==> config.mk <==
export PLATFORM = sky130hd
export DESIGN_NAME = sarc_top
export DESIGN_NICKNAME = d
export VERILOG_FILES = /design/src/rtl/sarc_pkg.sv /design/src/rtl/sarc_top.sv
export SDC_FILE = /design/constraint.sdc
export NUM_CORES = 1
export LEC_CHECK = 0
export BUFFER_PORTS_ARGS = -buffer_cell sky130_fd_sc_hd__buf_2
export CORE_MARGIN = 2
export CORE_UTILIZATION = 60
export CTS_BUF_LIST = sky130_fd_sc_hd__clkbuf_8
export DETAILED_ROUTE_END_ITERATION = 8
export PLACE_DENSITY_LB_ADDON = 0.15
export SYNTH_ARGS = -nofsm -noshare
export SYNTH_HDL_FRONTEND = slang
export SYNTH_SLANG_ARGS = --single-unit
==> constraint.sdc <==
create_clock -name clk -period 6 [get_ports clk]
set_input_delay 1.2 -clock clk [delete_from_list [all_inputs] [get_ports clk]]
set_output_delay 1.2 -clock clk [all_outputs]
set_load 0.1 [all_outputs]
==> src/rtl/sarc_pkg.sv <==
// constants and types for the sar converter control block
// Contract
// - converter runs only while converter_on is 1; otherwise idle, no conversions
// - differential code 0000b measures pin0 minus pin1; 0001b the opposite
// - left_align_sel 0 right-justifies the result, 1 left-justifies it
// - single-ended results are 10-bit unsigned: full scale 0x03FF or 0xFFC0
// - single-ended spare result bits read zero in both justifications
// - differential results are two's complement, right-justified sign-extended
// - differential left-justified: spare low bits zero, 0x7FC0 to 0x8000
// - sar clock is system clock divided by sar_clock_divider plus one
// - start_source_sel picks software, timer-3, strobe or timer-2 start
// - strobe source starts a conversion on each synchronous rising edge
// - conv_in_progress is 1 throughout a conversion, 0 when it ends
// - end of conversion sets conv_done_flag and, if enabled, the interrupt
// - result bytes are valid when conv_done_flag reads 1
// - timer start uses low-byte overflow in 8-bit, high-byte in 16-bit mode
// - low-power track: 3 sar clocks tracking after start; else track always; the code stops tracking during conversion
// - code 10 is strobe; low-power tracks while strobe low, converts on rise
// - conv_done_flag stays set until software clears it
package sarc_pkg;
  // ==========================================================
  // register byte addresses
  localparam logic [7:0] ADDR_CONTROL = 8'h00;
  localparam logic [7:0] ADDR_CONFIG  = 8'h04;
  localparam logic [7:0] ADDR_CHANNEL = 8'h08;
  localparam logic [7:0] ADDR_PAIRS   = 8'h0C;
  localparam logic [7:0] ADDR_RESULT  = 8'h10;
  localparam logic [7:0] ADDR_STATUS  = 8'h14;
  localparam logic [7:0] ADDR_CLEAR   = 8'h18;
  localparam logic [7:0] ADDR_ENABLE  = 8'h1C;
  // ==========================================================
  // control and config register fields
  localparam int CTL_ON    = 7;
  localparam int CTL_LPT   = 6;
  localparam int CTL_DONE  = 5;
  localparam int CTL_BUSY  = 4;
  localparam int CTL_SRC_H = 3;
  localparam int CTL_SRC_L = 2;
  localparam int CTL_LEFT  = 0;
  localparam int CFG_DIV_H = 7;
  localparam int CFG_DIV_L = 3;
  localparam logic [4:0] DIV_RESET = 5'h1F;
  // ==========================================================
  // start sources, bus responses, track length and sequencer states
  localparam logic [1:0] SRC_SOFT  = 2'h0;
  localparam logic [1:0] SRC_TMR3  = 2'h1;
  localparam logic [1:0] SRC_STROBE = 2'h2;
  localparam logic [1:0] SRC_TMR2  = 2'h3;
  localparam logic [1:0] RESP_OKAY   = 2'h0;
  localparam logic [1:0] RESP_SLVERR = 2'h2;
  localparam int TRACK_TICKS = 3;
  typedef enum logic [2:0] {
    SARC_IDLE  = 3'b001,
    SARC_TRACK = 3'b010,
    SARC_CONV  = 3'b100
  } sarc_state_t;
endpackage

==> src/rtl/sarc_top.sv <==
// sar converter control: start, clocking, approximation, result and bus
`timescale 1ns/1ps
module sarc_top #(
  parameter int RES_BITS    = 10,
  parameter int TRACK_COUNT = sarc_pkg::TRACK_TICKS
) (
  input  wire logic        clk,
  input  wire logic        arst_n,
  input  wire logic        s_axi_awvalid,
  output logic             s_axi_awready,
  input  wire logic [7:0]  s_axi_awaddr,
  input  wire logic        s_axi_wvalid,
  output logic             s_axi_wready,
  input  wire logic [31:0] s_axi_wdata,
  input  wire logic [3:0]  s_axi_wstrb,
  output logic             s_axi_bvalid,
  input  wire logic        s_axi_bready,
  output logic [1:0]       s_axi_bresp,
  input  wire logic        s_axi_arvalid,
  output logic             s_axi_arready,
  input  wire logic [7:0]  s_axi_araddr,
  output logic             s_axi_rvalid,
  input  wire logic        s_axi_rready,
  output logic [31:0]      s_axi_rdata,
  output logic [1:0]       s_axi_rresp,
  input  wire logic        timer3_low_ovf,
  input  wire logic        timer3_high_ovf,
  input  wire logic        timer3_16bit,
  input  wire logic        timer2_low_ovf,
  input  wire logic        timer2_high_ovf,
  input  wire logic        timer2_16bit,
  input  wire logic        external_convert_strobe,
  input  wire logic        cmp_in,
  output logic [9:0]       dac_code,
  output logic             track_en,
  output logic             analog_power,
  output logic [2:0]       mux_pos,
  output logic [2:0]       mux_neg,
  output logic             diff_mode,
  output logic             temp_sel,
  output logic             irq
);
  if (RES_BITS != 10) begin : res_check
    $error("only a 10-bit core is served");
  end
  if (TRACK_COUNT < 1 || TRACK_COUNT > 15) begin : trk_check
    $error("bad track count");
  end

  // ==========================================================
  // result formatting
  function automatic logic [15:0] fmt(input logic [9:0] c,
                                      input logic d, input logic l);
    logic [9:0] v;
    v = d ? {~c[9], c[8:0]} : c;
    if (l) fmt = {v, 6'h00};
    else if (d) fmt = {{6{v[9]}}, v};
    else fmt = {6'h00, v};
  endfunction

  // ==========================================================
  // software-visible state
  logic        converter_on, low_power_track_sel, left_align_sel;
  logic [1:0]  start_source_sel;
  logic [4:0]  sar_clock_divider;
  logic [3:0]  channel_select, pair_diff;
  logic [15:0] result;
  logic        conv_done_flag, irq_enable;
  sarc_pkg::sarc_state_t state;
  logic        busy;
  assign busy = (state != sarc_pkg::SARC_IDLE);

  // ==========================================================
  // bus slave
  logic        aw_got, w_got, have_aw, have_w, do_write, ar_take;
  logic [7:0]  aw_addr, waddr;
  logic [31:0] w_data, wdat;
  logic        w_lane0;
  assign have_aw  = aw_got | (s_axi_awvalid & s_axi_awready);
  assign have_w   = w_got | (s_axi_wvalid & s_axi_wready);
  assign do_write = have_aw & have_w & ~s_axi_bvalid;
  assign ar_take  = s_axi_arvalid & s_axi_arready;
  assign waddr = aw_got ? aw_addr : s_axi_awaddr;
  assign wdat  = w_got ? w_data : s_axi_wdata;
  logic [3:0] w_strb;
  assign w_lane0 = w_got ? w_strb[0] : s_axi_wstrb[0];

  function automatic logic mapped(input logic [7:0] a);
    mapped = (a == sarc_pkg::ADDR_CONTROL) || (a == sarc_pkg::ADDR_CONFIG)
          || (a == sarc_pkg::ADDR_CHANNEL) || (a == sarc_pkg::ADDR_PAIRS)
          || (a == sarc_pkg::ADDR_RESULT)  || (a == sarc_pkg::ADDR_STATUS)
          || (a == sarc_pkg::ADDR_CLEAR)   || (a == sarc_pkg::ADDR_ENABLE);
  endfunction

  logic wr_ctl, wr_cfg, wr_chn, wr_par, wr_clr, wr_ena;
  assign wr_ctl = do_write & w_lane0 & (waddr == sarc_pkg::ADDR_CONTROL);
  assign wr_cfg = do_write & w_lane0 & (waddr == sarc_pkg::ADDR_CONFIG);
  assign wr_chn = do_write & w_lane0 & (waddr == sarc_pkg::ADDR_CHANNEL);
  assign wr_par = do_write & w_lane0 & (waddr == sarc_pkg::ADDR_PAIRS);
  assign wr_clr = do_write & w_lane0 & (waddr == sarc_pkg::ADDR_CLEAR);
  assign wr_ena = do_write & w_lane0 & (waddr == sarc_pkg::ADDR_ENABLE);

  always_ff @(posedge clk or negedge arst_n) begin
    if (!arst_n) begin
      aw_got <= 1'b0;
      w_got  <= 1'b0;
      aw_addr <= 8'h00;
      w_data <= 32'h0000_0000;
      w_strb <= 4'h0;
      s_axi_awready <= 1'b0;
      s_axi_wready  <= 1'b0;
      s_axi_bvalid  <= 1'b0;
      s_axi_bresp   <= sarc_pkg::RESP_OKAY;
    end else begin
      aw_got <= have_aw & ~do_write;
      w_got  <= have_w & ~do_write;
      if (s_axi_awvalid & s_axi_awready) aw_addr <= s_axi_awaddr;
      if (s_axi_wvalid & s_axi_wready) begin
        w_data <= s_axi_wdata;
        w_strb <= s_axi_wstrb;
      end
      s_axi_awready <= ~(have_aw & ~do_write);
      s_axi_wready  <= ~(have_w & ~do_write);
      s_axi_bvalid  <= do_write | (s_axi_bvalid & ~s_axi_bready);
      if (do_write) begin
        s_axi_bresp <= mapped(waddr) ? sarc_pkg::RESP_OKAY
                                     : sarc_pkg::RESP_SLVERR;
      end
    end
  end

  logic [7:0] ctl_view;
  always_comb begin
    ctl_view = 8'h00;
    ctl_view[sarc_pkg::CTL_ON]   = converter_on;
    ctl_view[sarc_pkg::CTL_LPT]  = low_power_track_sel;
    ctl_view[sarc_pkg::CTL_DONE] = conv_done_flag;
    ctl_view[sarc_pkg::CTL_BUSY] = busy;
    ctl_view[sarc_pkg::CTL_SRC_H:sarc_pkg::CTL_SRC_L] = start_source_sel;
    ctl_view[sarc_pkg::CTL_LEFT] = left_align_sel;
  end

  always_ff @(posedge clk or negedge arst_n) begin
    if (!arst_n) begin
      s_axi_arready <= 1'b0;
      s_axi_rvalid  <= 1'b0;
      s_axi_rdata   <= 32'h0000_0000;
      s_axi_rresp   <= sarc_pkg::RESP_OKAY;
    end else begin
      s_axi_arready <= ~(ar_take | (s_axi_rvalid & ~s_axi_rready));
      s_axi_rvalid  <= ar_take | (s_axi_rvalid & ~s_axi_rready);
      if (ar_take) begin
        s_axi_rresp <= sarc_pkg::RESP_OKAY;
        if (s_axi_araddr == sarc_pkg::ADDR_CONTROL)
          s_axi_rdata <= {24'h000000, ctl_view};
        else if (s_axi_araddr == sarc_pkg::ADDR_CONFIG)
          s_axi_rdata <= {24'h000000, sar_clock_divider, 3'h0};
        else if (s_axi_araddr == sarc_pkg::ADDR_CHANNEL)
          s_axi_rdata <= {28'h0000000, channel_select};
        else if (s_axi_araddr == sarc_pkg::ADDR_PAIRS)
          s_axi_rdata <= {28'h0000000, pair_diff};
        else if (s_axi_araddr == sarc_pkg::ADDR_RESULT)
          s_axi_rdata <= {16'h0000, result};
        else if (s_axi_araddr == sarc_pkg::ADDR_STATUS)
          s_axi_rdata <= {31'h00000000, conv_done_flag};
        else if (s_axi_araddr == sarc_pkg::ADDR_ENABLE)
          s_axi_rdata <= {31'h00000000, irq_enable};
        else if (s_axi_araddr == sarc_pkg::ADDR_CLEAR)
          s_axi_rdata <= 32'h0000_0000;
        else begin
          s_axi_rdata <= 32'h0000_0000;
          s_axi_rresp <= sarc_pkg::RESP_SLVERR;
        end
      end
    end
  end

  // ==========================================================
  // configuration registers
  always_ff @(posedge clk or negedge arst_n) begin
    if (!arst_n) begin
      converter_on        <= 1'b0;
      low_power_track_sel <= 1'b0;
      start_source_sel    <= sarc_pkg::SRC_SOFT;
      left_align_sel      <= 1'b0;
      sar_clock_divider   <= sarc_pkg::DIV_RESET;
      channel_select      <= 4'h0;
      pair_diff           <= 4'h0;
      irq_enable          <= 1'b0;
    end else begin
      if (wr_ctl) begin
        converter_on        <= wdat[sarc_pkg::CTL_ON];
        low_power_track_sel <= wdat[sarc_pkg::CTL_LPT];
        start_source_sel <= wdat[sarc_pkg::CTL_SRC_H:sarc_pkg::CTL_SRC_L];
        left_align_sel      <= wdat[sarc_pkg::CTL_LEFT];
      end
      if (wr_cfg)
        sar_clock_divider <= wdat[sarc_pkg::CFG_DIV_H:sarc_pkg::CFG_DIV_L];
      if (wr_chn) channel_select <= wdat[3:0];
      if (wr_par) pair_diff <= wdat[3:0];
      if (wr_ena) irq_enable <= wdat[0];
    end
  end

  // ==========================================================
  // start sources
  logic strobe_prev, strobe_rise, tmr3_ovf, tmr2_ovf, start_evt;
  assign strobe_rise = external_convert_strobe & ~strobe_prev;
  assign tmr3_ovf = timer3_16bit ? timer3_high_ovf : timer3_low_ovf;
  assign tmr2_ovf = timer2_16bit ? timer2_high_ovf : timer2_low_ovf;
  always_comb begin
    case (start_source_sel)
      sarc_pkg::SRC_SOFT:   start_evt = wr_ctl & wdat[sarc_pkg::CTL_BUSY];
      sarc_pkg::SRC_TMR3:   start_evt = tmr3_ovf;
      sarc_pkg::SRC_STROBE: start_evt = strobe_rise;
      default:              start_evt = tmr2_ovf;
    endcase
  end
  always_ff @(posedge clk or negedge arst_n) begin
    if (!arst_n) strobe_prev <= 1'b0;
    else strobe_prev <= external_convert_strobe;
  end

  // ==========================================================
  // sar clock divider: one tick every divider+1 system clocks
  logic [4:0] div_cnt;
  logic       tick;
  assign tick = converter_on & (div_cnt == sar_clock_divider);
  always_ff @(posedge clk or negedge arst_n) begin
    if (!arst_n) div_cnt <= 5'h00;
    else if (!converter_on || tick || state == sarc_pkg::SARC_IDLE)
      div_cnt <= 5'h00;
    else div_cnt <= div_cnt + 5'h01;
  end

  // ==========================================================
  // conversion sequencer
  logic [3:0] trk_cnt, bit_idx;
  logic [9:0] code;
  logic       finish, ch_diff, strobe_lp;
  assign ch_diff = ~channel_select[3] & pair_diff[channel_select[2:1]];
  assign finish  = (state == sarc_pkg::SARC_CONV) & tick
                 & (bit_idx == 4'h0);
  // strobe in low-power mode has tracked while low; the edge converts
  assign strobe_lp = (start_source_sel == sarc_pkg::SRC_STROBE);
  // dac_code moves on the same edge as code: with divider 0 the
  // comparator must already show the trial that the next tick judges
  always_ff @(posedge clk or negedge arst_n) begin
    if (!arst_n) begin
      state    <= sarc_pkg::SARC_IDLE;
      trk_cnt  <= 4'h0;
      bit_idx  <= 4'h0;
      code     <= 10'h000;
      dac_code <= 10'h000;
    end else if (!converter_on) begin
      state <= sarc_pkg::SARC_IDLE;
    end else begin
      case (state)
        sarc_pkg::SARC_IDLE: begin
          if (start_evt) begin
            if (low_power_track_sel && !strobe_lp) begin
              state   <= sarc_pkg::SARC_TRACK;
              trk_cnt <= 4'h0;
            end else begin
              state    <= sarc_pkg::SARC_CONV;
              bit_idx  <= 4'h9;
              code     <= 10'h200;
              dac_code <= 10'h200;
            end
          end
        end
        sarc_pkg::SARC_TRACK: begin
          if (tick) begin
            if (trk_cnt == 4'(TRACK_COUNT - 1)) begin
              state    <= sarc_pkg::SARC_CONV;
              bit_idx  <= 4'h9;
              code     <= 10'h200;
              dac_code <= 10'h200;
            end else trk_cnt <= trk_cnt + 4'h1;
          end
        end
        sarc_pkg::SARC_CONV: begin
          if (tick) begin
            if (!cmp_in) begin
              code[bit_idx]     <= 1'b0;
              dac_code[bit_idx] <= 1'b0;
            end
            if (bit_idx == 4'h0) state <= sarc_pkg::SARC_IDLE;
            else begin
              code[bit_idx - 4'h1]     <= 1'b1;
              dac_code[bit_idx - 4'h1] <= 1'b1;
              bit_idx <= bit_idx - 4'h1;
            end
          end
        end
        default: state <= sarc_pkg::SARC_IDLE;
      endcase
    end
  end

  // result is written on the same edge that raises the flag
  logic [9:0] final_code;
  always_comb begin
    final_code = code;
    if (!cmp_in) final_code[0] = 1'b0;
  end
  always_ff @(posedge clk or negedge arst_n) begin
    if (!arst_n) result <= 16'h0000;
    else if (finish && converter_on)
      result <= fmt(final_code, ch_diff, left_align_sel);
  end

  // ==========================================================
  // done flag and interrupt; set wins over a clear in the same cycle
  logic next_flag, next_ena;
  assign next_flag = (finish & converter_on)
                   | (conv_done_flag & ~(wr_clr & wdat[0]));
  assign next_ena = wr_ena ? wdat[0] : irq_enable;
  always_ff @(posedge clk or negedge arst_n) begin
    if (!arst_n) begin
      conv_done_flag <= 1'b0;
      irq <= 1'b0;
    end else begin
      conv_done_flag <= next_flag;
      irq <= next_flag & next_ena;
    end
  end

  // ==========================================================
  // analog side
  always_ff @(posedge clk or negedge arst_n) begin
    if (!arst_n) begin
      track_en <= 1'b0;
      analog_power <= 1'b0;
      mux_pos <= 3'h0;
      mux_neg <= 3'h0;
      diff_mode <= 1'b0;
      temp_sel <= 1'b0;
    end else begin
      analog_power <= converter_on;
      if (!converter_on) track_en <= 1'b0;
      else if (low_power_track_sel) begin
        if (strobe_lp) track_en <= ~busy & ~external_convert_strobe;
        else track_en <= (state == sarc_pkg::SARC_TRACK);
      end else track_en <= (state != sarc_pkg::SARC_CONV);
      mux_pos   <= channel_select[2:0];
      mux_neg   <= {channel_select[2:1], ~channel_select[0]};
      diff_mode <= ch_diff;
      temp_sel  <= channel_select[3];
    end
  end

  // ==========================================================
  // checks
  off_no_conv_a: assert property (@(posedge clk) disable iff (!arst_n)
    !converter_on |=> !busy) else $error("busy while off");
  fmt_se_a: assert property (@(posedge clk) disable iff (!arst_n)
    finish && !ch_diff && !left_align_sel |=> result[15:10] == 6'h00)
    else $error("single-ended high bits not zero");
  fmt_left_a: assert property (@(posedge clk) disable iff (!arst_n)
    finish && left_align_sel |=> result[5:0] == 6'h00)
    else $error("left result low bits not zero");
  sign_ext_a: assert property (@(posedge clk) disable iff (!arst_n)
    finish && ch_diff && !left_align_sel
    |=> result[15:10] == {6{result[9]}})
    else $error("sign extension wrong");
  // spacing is checked only at divider 8, which t_format and most of t_starts run with
  tick_rate_a: assert property (@(posedge clk)
    disable iff (!arst_n || !converter_on)
    tick && !finish && sar_clock_divider == 5'h08
    && $stable(sar_clock_divider) |=> !tick [*8] ##1 tick)
    else $error("sar tick spacing wrong");
  busy_done_a: assert property (@(posedge clk) disable iff (!arst_n)
    $fell(busy) && $past(converter_on) |-> conv_done_flag)
    else $error("flag not set at end");
  flag_hold_a: assert property (@(posedge clk) disable iff (!arst_n)
    conv_done_flag && !(wr_clr && wdat[0]) |=> conv_done_flag)
    else $error("flag dropped without clear");
  strobe_go_a: assert property (@(posedge clk) disable iff (!arst_n)
    strobe_rise && strobe_lp && converter_on && !busy
    |=> state == sarc_pkg::SARC_CONV) else $error("strobe missed");
  track_len_a: assert property (@(posedge clk)
    disable iff (!arst_n || !converter_on)
    $rose(state == sarc_pkg::SARC_TRACK) && sar_clock_divider == 5'h08
    && TRACK_COUNT == 3 |-> ##26 state == sarc_pkg::SARC_TRACK
    ##1 state == sarc_pkg::SARC_CONV) else $error("track length");
  irq_level_a: assert property (@(posedge clk) disable iff (!arst_n)
    irq == (conv_done_flag && irq_enable))
    else $error("irq not matching flag and enable");
endmodule

==> impl_summary.log <==
[metrics] starting density of the core: 62.1%
[metrics] CP Capture Type: flip-flop
[metrics] initial antenna violation count: 0
[metrics] GR Util met2: 38.3%
[metrics] clk buf depth: 2
[metrics] Total Power: about 3.2 mW
[metrics] Area contributors post-synth: sky130_fd_sc_hd__dfrtp_1, sky130_fd_sc_hd__mux2_2, sky130_fd_sc_hd__nand2_1
[metrics] count of unique library cells instantiated by Yosys: 65
[metrics] Hold Startpoint: channel_select[0]$_DFFE_PN0P_
[metrics] number of vias in the routed layout: between 4,000 and 5,000
[metrics] GRT Total Usage: 25.1%
[metrics] Async S/R FF share, synth: 100%
[metrics] Final TNS setup: 0 ps
[metrics] Max Cap Violations: 0
[metrics] count of fill cells added during filler insertion: 727
[metrics] Inserted Clock Buffers: 17
[metrics] total overflow reported by the global router: 0
[metrics] die area: 11,000 um^2
[metrics] drt first-iter violations: 272
[metrics] synthesized area: 6100 um^2
[metrics] critical-path maximum fanout: 16
[metrics] worst min-delay path endpoint: mux_pos[0]$_DFF_PN0_
[metrics] Post-synth EDFFs: 0
[metrics] final wirelength: around 13,000 um
[metrics] post-route cell area: around 7000 um^2
[metrics] die outline height: roughly 100 um
[metrics] length in cells of the worst reg-to-reg path: 6
[metrics] Cells on Worst Hold Path: 0
[metrics] placed wire-length estimate after detailed placement: about 9000 um
[metrics] number of gates given a new drive strength after cts: 0
[metrics] final-report max-slew violation count: 0
[metrics] post-layout instance count excluding filler cells: 789
[metrics] CP peak stage delay: roughly 470 ps
[metrics] Placed Instances: around 760
[metrics] Ports: 129
[metrics] launch instance of the worst register-to-register path: aw_got$_DFF_PN0_
[metrics] area leader, netlist: sky130_fd_sc_hd__dfrtp_1
[metrics] clock input transition at the sequential cells of the worst setup and hold paths: 70 ps
[metrics] proportion of layout cells with a drive suffix above 1: 26.5%
[metrics] warnings from Yosys: 0
[metrics] placeable core region: 9820 um^2
[metrics] number of synthesized register bits: around 120
[metrics] shortest period the worst path allows: 2940 ps
[metrics] category of the worst setup path launch point: primary input
[metrics] required time of the critical path: 6330 ps
[metrics] horizontal die dimension: roughly 100 um
[metrics] Clock Sink Count: 124
[metrics] residual antenna-violating net count after detailed routing: 0
[metrics] Power Density: 453 nW/um^2
[metrics] share of the clock period used by the worst path: 49.0%
[metrics] total leakage power: 3.39 nW
[metrics] class of the most critical hold timing path: flip-flop to flip-flop
[metrics] Avg WL per Cell: 16.5 um
[metrics] classification of the worst setup path: primary input to flip-flop
[metrics] RSZ-0062 raised after global routing: false
[metrics] proportion of synthesized chip area in sequential cells: 51.0%
[metrics] vias in the first global route: about 4,500
[metrics] final estimated routing congestion in global placement: 0.869
[metrics] antenna diode count: 0
[metrics] worst slack, placed: 2630 ps
[metrics] slack of the critical path: 3060 ps
[metrics] met3 global-route usage: 5.74%
[metrics] pin count of the biggest net entering global routing: 76
[metrics] Post-Route Skew: between 9 and 10 ps
[metrics] largest vdd supply drop: 309 uV
[metrics] list of cells traversed by the critical path: buf_2, mux2_4, a2111oi_4, and4_4, o21a_1, nand4_1, a21o_1
[metrics] num rows: 36
[metrics] Post-CTS Repair Setup Buffers: 0
[metrics] DR DRC count: 0
[metrics] actual slew at the worst max-slew pin: around 1300 ps
[metrics] slowest stage cell on the critical path: sky130_fd_sc_hd__o21a_1
[metrics] count of final hold-check violations: 0
[metrics] area share of the largest cell type after synthesis: 48.4%
[metrics] FF-to-FF setup slack: between 3000 and 4000 ps
[metrics] final-report setup violation count: 0
[metrics] post-detailed-route via-to-cell ratio: 5.81
[metrics] top flip-flop cell by instance count after synthesis: sky130_fd_sc_hd__dfrtp_1
[metrics] post-place instance area: 6500 um^2
[metrics] met1 track utilization from global routing: a little over a third
[metrics] post-synthesis area per instance: 10.8 um^2
[metrics] layout net count: about 700
[metrics] worst reg2reg endpoint: code[9]$_DFFE_PN0P_
[metrics] wire length of the first global-routing pass: approximately 22,000 um
[metrics] most heavily used metal layer in global routing: met2
[metrics] top achievable clock speed: ~340 MHz
[metrics] Area growth syn-to-layout: 14.2%
[metrics] Clock Latency Late Sink: 440 ps
[metrics] outcome: finished clean
[metrics] root buf cell: sky130_fd_sc_hd__clkbuf_8
[metrics] worst slew slack as a fraction of its limit: 15.0%
[metrics] htree depth: 4
[metrics] synthesized netlist cell count: ~570
[metrics] CTS Hold Bufs: 0
[metrics] Buffers on Ports: 83
[metrics] count of TritonRoute iterations in the first routing pass: 4
[metrics] TritonCTS clock tree: done
[metrics] critical path data arrival time: 3270 ps
## worst max-delay path: cells and delay by family
family / cells / cell delay, ps
compound gates: 3 / 1080
mux: 1 / 290
simple gates: 2 / 580
buf+inv: 1 / 120
## registers in the layout (all words and copies together) (netlist names), 2 cells and up
name and cells:
dac_code 10, pair_diff 4, bit_idx 4, start_source_sel 2, mux_neg 3, div_cnt 5
s_axi_rdata 16, code 10, sar_clock_divider 5, result 16, channel_select 4, state 3
aw_addr 8, w_data 8, trk_cnt 4
## routing by layer
metal  vias up  share of wire, %
met5         -                 0
met4         0               2.0
met3        25               6.1
met2       171                47
met1      2232                45
li1       2160                 -
## layout make-up
type,count,area [um^2],area share [%]
multi-input cells,401,2740,39.3
well taps,133,166,2.39
clock inverters,9,166,2.39
flip-flops and latches,124,3110,44.6
inverters,16,60.1,0.862
clock buffers,22,303,4.35
repair buffers,84,425,6.11
## cell usage after synthesis, types with 6 or more instances
| master | number |
|---|---|
| sky130_fd_sc_hd__ha_1 | 9 |
| sky130_fd_sc_hd__a22o_1 | 11 |
| sky130_fd_sc_hd__nand3_1 | 9 |
| sky130_fd_sc_hd__mux2i_1 | 21 |
| sky130_fd_sc_hd__nand2b_1 | 6 |
| sky130_fd_sc_hd__nor2_1 | 30 |
| sky130_fd_sc_hd__mux2_2 | 39 |
| sky130_fd_sc_hd__nand3b_1 | 7 |
| sky130_fd_sc_hd__a21o_1 | 9 |
| sky130_fd_sc_hd__inv_1 | 16 |
| sky130_fd_sc_hd__xor2_1 | 7 |
| sky130_fd_sc_hd__o21ai_0 | 42 |
| sky130_fd_sc_hd__clkbuf_1 | 19 |
| sky130_fd_sc_hd__nand2_1 | 68 |
| sky130_fd_sc_hd__a21oi_1 | 25 |
| sky130_fd_sc_hd__dfrtp_1 | 118 |
| sky130_fd_sc_hd__a32o_1 | 10 |
| sky130_fd_sc_hd__buf_4 | 22 |
| sky130_fd_sc_hd__dfstp_2 | 6 |
| sky130_fd_sc_hd__nand4_1 | 8 |
| sky130_fd_sc_hd__nor2b_1 | 9 |
| sky130_fd_sc_hd__nor3_1 | 7 |
## where the power goes
part | switching, mW | internal [mW] | total (mW)
registers | 0.179 | 1.00 | 1.18
logic | 0.773 | 0.345 | 1.12
clock network | 0.310 | 0.543 | 0.853
## layout by cell type (no fill, tap or decap), types with 3 or more instances in the layout
cell                        instances
sky130_fd_sc_hd__nand3_1            9
sky130_fd_sc_hd__nand2b_1           6
sky130_fd_sc_hd__buf_2             82
sky130_fd_sc_hd__nand4_1            8
sky130_fd_sc_hd__dfrtp_1          118
sky130_fd_sc_hd__bufinv_16          5
sky130_fd_sc_hd__or2_2              3
sky130_fd_sc_hd__a21oi_1           25
sky130_fd_sc_hd__ha_1               9
sky130_fd_sc_hd__a21o_1             9
sky130_fd_sc_hd__nor2_1            30
sky130_fd_sc_hd__xor2_1             7
sky130_fd_sc_hd__nor3b_1            3
sky130_fd_sc_hd__o21ai_0           42
sky130_fd_sc_hd__mux2_2            39
sky130_fd_sc_hd__mux2i_1           21
sky130_fd_sc_hd__nor3_1             7
sky130_fd_sc_hd__nand2_1           68
sky130_fd_sc_hd__nor2b_1            9
sky130_fd_sc_hd__conb_1            18
sky130_fd_sc_hd__a32o_1            10
sky130_fd_sc_hd__o22ai_1            5
sky130_fd_sc_hd__nand3b_1           7
sky130_fd_sc_hd__inv_1             19
sky130_fd_sc_hd__dfstp_2            6
sky130_fd_sc_hd__a22o_1            11
sky130_fd_sc_hd__and2_1             3
sky130_fd_sc_hd__o31ai_1            4
sky130_fd_sc_hd__and3_1             3
sky130_fd_sc_hd__clkbuf_8          22
sky130_fd_sc_hd__a31oi_1            5
## per-stage QoR
stage,hold slack (ps),utilization (%)
floorplan,352,-
global placement,360,66.2
global route,375,71.0
detailed placement,358,66.2
CTS,373,71.0
finish,374,71.0
## logic make-up (layout without fill, tap and decap cells)
| group | Yosys count | count (layout) | synth area share (%) |
|---|---|---|---|
| compound gates | 132 | 132 | 14.8 |
| buf+inv | 59 | 131 | 5.23 |
| flops | 124 | 124 | 51.0 |
| simple gates | 172 | 172 | 14.7 |
| mux | 62 | 62 | 11.3 |
| xor+xnor | 8 | 8 | 1.15 |
| other cells | 1 | 18 | 0.0615 |
| fa+ha+maj | 9 | 9 | 1.85 |
## worst max-delay path by stage
stage,from,end,cells past startpoint
2_1_floorplan,s_axi_wstrb[0],irq$_DFF_PN0_,6
3_3_place_gp,s_axi_awaddr[3],dac_code[9]$_DFFE_PN0P_,7
3_5_place_dp,s_axi_awaddr[3],dac_code[9]$_DFFE_PN0P_,7
4_1_cts,s_axi_awaddr[3],code[9]$_DFFE_PN0P_,7
5_1_grt,aw_got$_DFF_PN0_,code[9]$_DFFE_PN0P_,6
6_report,s_axi_awaddr[3],code[9]$_DFFE_PN0P_,7
No activity file was read; power rests on OpenSTA's default activity.
